## src/pcpdh_pkg.sv

```systemverilog
// package of constants for the pin-controlled power-down hold block
package pcpdh_pkg;
    // ****************************************
    // widths
    // ****************************************
    localparam int DATA_W = 8;
    // ****************************************
    // timing
    // ****************************************
    localparam int CLK_HZ          = 100_000_000;
    localparam int WAKE_TIME_NS    = 1000;
    // longest time: round down, at least one cycle
    localparam int WAKE_CYCLES_RAW = (WAKE_TIME_NS * (CLK_HZ / 1_000_000)) / 1000;
    localparam int WAKE_CYCLES     = (WAKE_CYCLES_RAW < 1) ? 1 : WAKE_CYCLES_RAW;
    localparam int WAKE_CNT_W      = 8;
    // ****************************************
    // reset values
    // ****************************************
    localparam logic [DATA_W-1:0] RST_DATA = 8'h00;
    localparam logic [DATA_W-1:0] RST_OE   = 8'h00;
    localparam logic              RST_FLAG = 1'b0;
    // ****************************************
    // states
    // ****************************************
    typedef enum logic [1:0]
    {
        PCPDH_RUN   = 2'b00,
        PCPDH_SLEEP = 2'b01,
        PCPDH_WAKE  = 2'b11
    } pcpdh_state_e;
endpackage : pcpdh_pkg

```

## src/pcpdh_top.sv

```systemverilog
// power-down hold logic: freezes state and pins while the sleep request is high
`timescale 1ns/100ps
`default_nettype none
module pcpdh_top
#(
    parameter bit PD_ENABLE = 1'b1
)
(
    input  wire logic                         MCLK,              // 100 MHz clock
    input  wire logic                         RST,               // sync reset, high
    input  wire logic                         SLEEP_REQUEST_PIN, // sleep request
    input  wire logic [pcpdh_pkg::DATA_W-1:0] LOGIC_IN,          // dedicated inputs
    input  wire logic [pcpdh_pkg::DATA_W-1:0] IO_IN,             // two-way pin levels
    input  wire logic [pcpdh_pkg::DATA_W-1:0] CORE_DATA,         // array data to drive
    input  wire logic [pcpdh_pkg::DATA_W-1:0] CORE_OE,           // array output enables
    input  wire logic [pcpdh_pkg::DATA_W-1:0] CORE_REG_D,        // array register next state
    output var  logic [pcpdh_pkg::DATA_W-1:0] ARRAY_IN,          // gated inputs to array
    output var  logic [pcpdh_pkg::DATA_W-1:0] ARRAY_IO,          // gated pin levels to array
    output var  logic [pcpdh_pkg::DATA_W-1:0] CORE_REG_Q,        // held array register state
    output var  logic [pcpdh_pkg::DATA_W-1:0] IO_OUT,            // pin output data
    output var  logic [pcpdh_pkg::DATA_W-1:0] IO_OE,             // pin output enables
    output var  logic                         ASLEEP,            // in power-down
    output var  logic                         WAKE_VALID         // normal operation valid
);

    // ****************************************
    // sleep control
    // ****************************************
    pcpdh_pkg::pcpdh_state_e                state_ff;
    pcpdh_pkg::pcpdh_state_e                nxt_state;
    logic [pcpdh_pkg::WAKE_CNT_W-1:0]       wake_cnt_ff;
    logic [pcpdh_pkg::WAKE_CNT_W-1:0]       nxt_wake_cnt;
    logic                                   sleep_req;
    logic                                   frozen;

    assign sleep_req = PD_ENABLE & SLEEP_REQUEST_PIN;

    always_comb
    begin
        nxt_state    = state_ff;
        nxt_wake_cnt = wake_cnt_ff;
        case (state_ff)
            pcpdh_pkg::PCPDH_RUN:
            begin
                if (sleep_req)
                begin
                    nxt_state = pcpdh_pkg::PCPDH_SLEEP;
                end
            end
            pcpdh_pkg::PCPDH_SLEEP:
            begin
                if (!sleep_req)
                begin
                    nxt_state    = pcpdh_pkg::PCPDH_WAKE;
                    nxt_wake_cnt = pcpdh_pkg::WAKE_CNT_W'(pcpdh_pkg::WAKE_CYCLES - 1);
                end
            end
            pcpdh_pkg::PCPDH_WAKE:
            begin
                if (sleep_req)
                begin
                    nxt_state = pcpdh_pkg::PCPDH_SLEEP;
                end
                else if (wake_cnt_ff == '0)
                begin
                    nxt_state = pcpdh_pkg::PCPDH_RUN;
                end
                else
                begin
                    nxt_wake_cnt = wake_cnt_ff - 1'b1;
                end
            end
            default:
            begin
                nxt_state = pcpdh_pkg::PCPDH_RUN;
            end
        endcase
        if (RST)
        begin
            nxt_state    = pcpdh_pkg::PCPDH_RUN;
            nxt_wake_cnt = '0;
        end
    end

    always_ff @(posedge MCLK)
    begin
        state_ff    <= nxt_state;
        wake_cnt_ff <= nxt_wake_cnt;
    end

    // freeze from the request edge itself, and while asleep
    assign frozen = sleep_req | (state_ff == pcpdh_pkg::PCPDH_SLEEP);

    // ****************************************
    // input hold
    // ****************************************
    logic [pcpdh_pkg::DATA_W-1:0] arr_in_ff;
    logic [pcpdh_pkg::DATA_W-1:0] nxt_arr_in;
    logic [pcpdh_pkg::DATA_W-1:0] arr_io_ff;
    logic [pcpdh_pkg::DATA_W-1:0] nxt_arr_io;

    always_comb
    begin
        nxt_arr_in = arr_in_ff;
        nxt_arr_io = arr_io_ff;
        if (!frozen)
        begin
            nxt_arr_in = LOGIC_IN;
        end
        if (!frozen)
        begin
            nxt_arr_io = IO_IN;
        end
        if (RST)
        begin
            nxt_arr_in = pcpdh_pkg::RST_DATA;
            nxt_arr_io = pcpdh_pkg::RST_DATA;
        end
    end

    always_ff @(posedge MCLK)
    begin
        arr_in_ff <= nxt_arr_in;
        arr_io_ff <= nxt_arr_io;
    end

    // ****************************************
    // array register state hold
    // ****************************************
    logic [pcpdh_pkg::DATA_W-1:0] reg_q_ff;
    logic [pcpdh_pkg::DATA_W-1:0] nxt_reg_q;

    always_comb
    begin
        nxt_reg_q = reg_q_ff;
        if (!frozen)
        begin
            nxt_reg_q = CORE_REG_D;
        end
        if (RST)
        begin
            nxt_reg_q = pcpdh_pkg::RST_DATA;
        end
    end

    always_ff @(posedge MCLK)
    begin
        reg_q_ff <= nxt_reg_q;
    end

    // ****************************************
    // pin drive hold
    // ****************************************
    logic [pcpdh_pkg::DATA_W-1:0] out_ff;
    logic [pcpdh_pkg::DATA_W-1:0] nxt_out;
    logic [pcpdh_pkg::DATA_W-1:0] oe_ff;
    logic [pcpdh_pkg::DATA_W-1:0] nxt_oe;

    always_comb
    begin
        nxt_out = out_ff;
        nxt_oe  = oe_ff;
        if (!frozen)
        begin
            nxt_out = CORE_DATA;
        end
        if (!frozen)
        begin
            nxt_oe = CORE_OE;
        end
        if (RST)
        begin
            nxt_out = pcpdh_pkg::RST_DATA;
            nxt_oe  = pcpdh_pkg::RST_OE;
        end
    end

    always_ff @(posedge MCLK)
    begin
        out_ff <= nxt_out;
        oe_ff  <= nxt_oe;
    end

    // ****************************************
    // status flags
    // ****************************************
    logic                         asleep_ff;
    logic                         nxt_asleep;
    logic                         valid_ff;
    logic                         nxt_valid;

    always_comb
    begin
        nxt_asleep = frozen;
        nxt_valid  = !frozen && (state_ff == pcpdh_pkg::PCPDH_RUN);
        if (RST)
        begin
            nxt_asleep = pcpdh_pkg::RST_FLAG;
            nxt_valid  = pcpdh_pkg::RST_FLAG;
        end
    end

    always_ff @(posedge MCLK)
    begin
        asleep_ff <= nxt_asleep;
        valid_ff  <= nxt_valid;
    end

    // ****************************************
    // outputs
    // ****************************************
    // every port straight from its flip-flop
    assign ARRAY_IN   = arr_in_ff;
    assign ARRAY_IO   = arr_io_ff;
    assign CORE_REG_Q = reg_q_ff;
    assign IO_OUT     = out_ff;
    assign IO_OE      = oe_ff;
    assign ASLEEP     = asleep_ff;
    assign WAKE_VALID = valid_ff;

endmodule : pcpdh_top
`default_nettype wire

```

## config.mk

```make
export PLATFORM = sky130hd
export DESIGN_NAME = pcpdh_top
export DESIGN_NICKNAME = d
export VERILOG_FILES = /design/src/pcpdh_pkg.sv /design/src/pcpdh_top.sv
export SDC_FILE = /design/constraint.sdc
export NUM_CORES = 1
export LEC_CHECK = 0
export ABC_AREA = 1
export BUFFER_PORTS_ARGS = -buffer_cell sky130_fd_sc_hd__buf_2
export CORE_ASPECT_RATIO = 1.2
export CORE_MARGIN = 2
export CORE_UTILIZATION = 30
export CTS_CLUSTER_SIZE = 14
export DETAILED_ROUTE_END_ITERATION = 6
export HOLD_SLACK_MARGIN = 0.02
export PLACE_DENSITY = 0.6
export SETUP_SLACK_MARGIN = 0.3
export SLEW_MARGIN = 20
export SYNTH_ARGS = -nofsm -noshare
export SYNTH_HDL_FRONTEND = slang
export SYNTH_SLANG_ARGS = --single-unit
```

## constraint.sdc

```tcl
create_clock -name MCLK -period 3.41 [get_ports MCLK]
set_input_delay 0.341 -clock MCLK [delete_from_list [all_inputs] [get_ports MCLK]]
set_output_delay 0.341 -clock MCLK [all_outputs]
set_load 0.1 [all_outputs]
```

After elaboration in Yosys (flattened, before gate mapping)

Index checks and enable logic that the tools add are counted.
Widths: inputs -> output; s select.

Register bits: 52
Bits of input ports: 43
Output and inout port bits: 42

$add $sub $neg: 1
Equal/unequal tests: 7
Muxes and demuxes: 9
Bitwise logic cells: 1
Reduce and logical (&&, ||, !) cells: 7

Operator list:

| cell                | count |
|---|---|
| $mux 8              | 3 |
| $pmux 8 s2          | 1 |
| $logic_not 8->1     | 1 |
| $mux 2              | 4 |
| $ne 2x2->1 const B  | 4 |
| $sub 8x1->8 const B | 1 |
| $pmux 2 s3          | 1 |
| $reduce_and 4->1    | 1 |
| $ne 3x3->1 const B  | 1 |
| $reduce_and 3->1    | 1 |
| $eq 2x1->1 const B  | 1 |
| $eq 2x2->1 const B  | 1 |
| $logic_not 2->1     | 1 |
| $reduce_bool 2->1   | 1 |
| $logic_and 1x1->1   | 1 |
| $logic_not 1->1     | 1 |
| $or 1x1->1          | 1 |

Depth between registers and ports, before layout

Word-level depth: 4
Mapped depth: 9
Gate-level depth less buffers: 9

Worst setup path before layout

OpenSTA, ideal clock, no wires.

Path type: reg-to-output
From: register arr_in_ff (netlist bit ARRAY_IN[0])
To: output port ARRAY_IN[0] (netlist bit)
Arrival time: 0.925 ns
Slack: 2.144 ns
Cell stages (with the launch flop): 1
Path through: dfxtp_1

RTL lines:

| element                | line             | text |
|---|---|---|
| start, declared        | pcpdh_top.sv:97  | `logic [pcpdh_pkg::DATA_W-1:0] arr_in_ff;` |
| start signal, assigned | pcpdh_top.sv:123 | `arr_in_ff <= nxt_arr_in;` |
| end, declared          | pcpdh_top.sv:17  | `output var logic [pcpdh_pkg::DATA_W-1:0] ARRAY_IN,` |

No word-level cell between the ends.

Worst setup path in the final report

From: register state_ff[0]
To: register arr_in_ff (netlist bit ARRAY_IN[2])

Cells in the longest elaborated chain, start to end: 2

Ends and longest elaborated chain:

| element                | line            | text |
|---|---|---|
| start, declared        | pcpdh_top.sv:29 | `pcpdh_pkg::pcpdh_state_e state_ff;` |
| start signal, assigned | pcpdh_top.sv:87 | `state_ff <= nxt_state;` |
| $eq 2x1->1             | pcpdh_top.sv:92 | `assign frozen = sleep_req \| (state_ff == pcpdh_pkg::PCPDH_SLEEP);` |
| $or 1x1->1             | pcpdh_top.sv:92 |  |

No other way between the ends.
A chain may end at the register's enable or synchronous reset.

==> results_dict.tcl <==
set metrics [dict create \
    status "complete, no violations" \
    dp_hpwl_um 3280 \
    crit_path_end_kind "flop" \
    grt_util_all_layers_pct 12.07 \
    route.detailed.drc 0 \
    die_area_um2 7682 \
    cp_slowest_cell "inv_2" \
    worstPathRequired_ns 3.63 \
    path_clk_slew_ns 0.09 \
    seqPwrFrac_pct 42.6 \
    clockBufferDepth 2 \
    p_sw_share_pct 39.33 \
    slew_viol_final 0 \
    worstHoldPathType "in2reg" \
    timing.final.crit_share_pct 42.44 \
    synth_warnings 0 \
    cts_setup_buffers 0 \
    finalWorstSetupSlack_ns 1.963 \
    syn_area_um2 2098 \
    path_max_fanout 40 \
    layout_common_cells "nand2_1, buf_2, dfxtp_1, a21oi_1" \
    start_util_pct 30.80 \
    synthToLayoutAreaGrowth_pct 25.76 \
    grt-ovfl-total 0 \
    drt_iter0_markers 58 \
    cp_top_family "buffers and inverters" \
    core_region_area_um2 6813 \
    place_ws_ns 1.786 \
    tns_ns 0 \
    dr.pass1.iters 4 \
    total_power_mw 1.619 \
    grt_antenna_before_repair 0 \
    max_freq_mhz 691.1 \
    hold_viol_final 0 \
    syn_nets 319 \
    synth_seq_cells 52 \
    antenna_left 0 \
    rows 33 \
    pwr-share-clk_pct 24.2 \
    cp_common_cell "inv_2" \
    internal_power_uw 982.0 \
    wire_per_inst_um 10.67 \
    layout.nets 398 \
    io_pins 85 \
    cts_tree "yes" \
    peakVddDrop_uv 271.1 \
    diodes 0 \
    grt_pass1_wl_um 7465 \
    max_cap_viol_count 0 \
    vias 1936 \
    start_kind "flop" \
    p_per_area_nw_per_um2 613.4 \
    final_common_cell "nand2_1" \
    cts_root_buf "clkbuf_8" \
    synthCells 274 \
    finClkSkew_ns 0.004862 \
    worst_pin_slew_ns 0.8950 \
    avgSynthCellArea_um2 7.658 \
    p_leak_nw 1.238 \
    ctsResizeCount 0 \
    drt_wl_total_um 4682 \
    io_buffers 84 \
    htreeDepth 2 \
    crit_buf_inv 2 \
    setup_viol 0 \
    crit_arrival_ns 1.66 \
    rsz0062_at_grt "no" \
    slew_headroom_pct 40.33 \
    layout_min_cycle_time_ns 1.447 \
    fp.dieW_um 80.35 \
    grt_pass1_vias 1709 \
    ys_seq_area_share_pct 49.61 \
    die_y_um 95.62 \
    postCtsHoldBufs 0 \
    slowest_delay_ns 0.46 \
    critPathKind "reg2reg" \
    synth.distinct_cells 23 \
    grt_start_max_net_pins 49 \
    cts_buffers 5 \
    viasPerCell 4.410 \
    p_sw_uw 636.5 \
    clock-sinks 52 \
    share_comb_of_total_power_pct 33.1 \
    clock_latency_ns 0.29 \
    drive_gt1_share_pct 30.97 \
    crit_chain "inv_2 -> nor2_1 -> nor2_4 -> inv_2 -> nand2_1 -> a21oi_1" \
    place_congestion 0.8058 \
]
==> kinds of logic after synthesis <==
group | share of synthesized area [%]
compound gates | 13.48
flops | 49.61
fa+ha+maj | 1.192
xor+xnor | 0.4175
simple gates | 27.73
buf+inv | 7.572
==> metrics by stage <==
step | instances | util [%] | cell area (um^2) | hold slack, ns
2_1_floorplan | 274 | - | 2098 | 0.4628
3_3_place_gp | 433 | 37.28 | 2540 | 0.4448
3_5_place_dp | 433 | 37.28 | 2540 | 0.4503
4_1_cts | 439 | 38.73 | 2639 | 0.2777
5_1_grt | 439 | 38.73 | 2639 | 0.2790
6_report | 439 | 38.73 | 2639 | 0.2858
==> power by group through the flow <==
stage | registers [mW] | logic [mW] | clock network (mW)
6_report | 0.690 | 0.537 | 0.392
5_1_grt | 0.697 | 0.578 | 0.428
4_1_cts | 0.691 | 0.542 | 0.411
3_5_place_dp | 0.704 | 0.541 | 0
3_3_place_gp | 0.704 | 0.537 | 0
2_1_floorplan | 0.959 | 0.199 | 0
==> worst paths after layout <==
| check | cells past startpoint | end | slack [ns] | startpoint |
|---|---|---|---|---|
| max | 6 | ARRAY_IN[2] | 1.96 | state_ff[0] |
| max reg2reg | 6 | ARRAY_IN[2] | 1.96 | state_ff[0] |
| min reg2reg | 2 | ARRAY_IO[7] | 0.46 | ARRAY_IO[7] |
| min | 3 | IO_OUT[0] | 0.29 | CORE_DATA[0] |
==> sequential cells by signal, summed over array words and instances, names as in the netlist <==
name,cells
ARRAY_IN,8
ARRAY_IO,8
ASLEEP,1
CORE_REG_Q,8
IO_OE,8
IO_OUT,8
WAKE_VALID,1
state_ff,2
wake_cnt_ff,8
==> Yosys cell counts, drive strengths merged <==
| cell type | number | area [um^2] |
|---|---|---|
| nand2 | 104 | 412.9 |
| dfxtp | 52 | 1041 |
| a21oi | 46 | 245.2 |
| nor2 | 20 | 102.6 |
| inv | 17 | 63.81 |
| nand3 | 11 | 55.05 |
| buf | 9 | 80.07 |
| o21ai | 6 | 37.54 |
| clkbuf | 4 | 15.01 |
| ha | 2 | 25.02 |
| nand4 | 1 | 6.260 |
| nor3 | 1 | 5.000 |
| xor2 | 1 | 8.760 |
==> worst reg2reg max path, delay by kind of cell (launching register included) <==
family	cells	cell delay [ns]
buffers and inverters	2	0.52
AND/OR/NAND/NOR	3	0.35
flip-flops	1	0.35
AO/OA/AOI/OAI	1	0.15
==> cell type report <==
| class | instances | area (um^2) |
|---|---|---|
| Clock buffer | 5 | 68.82 |
| Clock inverter | 1 | 30.03 |
| Fill cell | 725 | 4174 |
| Inverter | 17 | 63.81 |
| Multi-Input combinational cell | 192 | 898.4 |
| Sequential cell | 52 | 1041 |
| Tap cell | 87 | 108.9 |
| Timing Repair Buffer | 85 | 427.9 |
==> layer usage <==
layer / vias to the layer above / share of wire, % / GRT usage, % / routed length, um
li1: 1020 / - / - / -
met1: 853 / 45 / 14.72 / 2129
met2: 59 / 47 / 21.18 / 2218
met3: 4 / 6.5 / 3.030 / 302
met4: 0 / 0.68 / 2.966 / 32
met5: - / 0 / 0 / 0
Note: power is estimated with default switching activity, not from simulation.
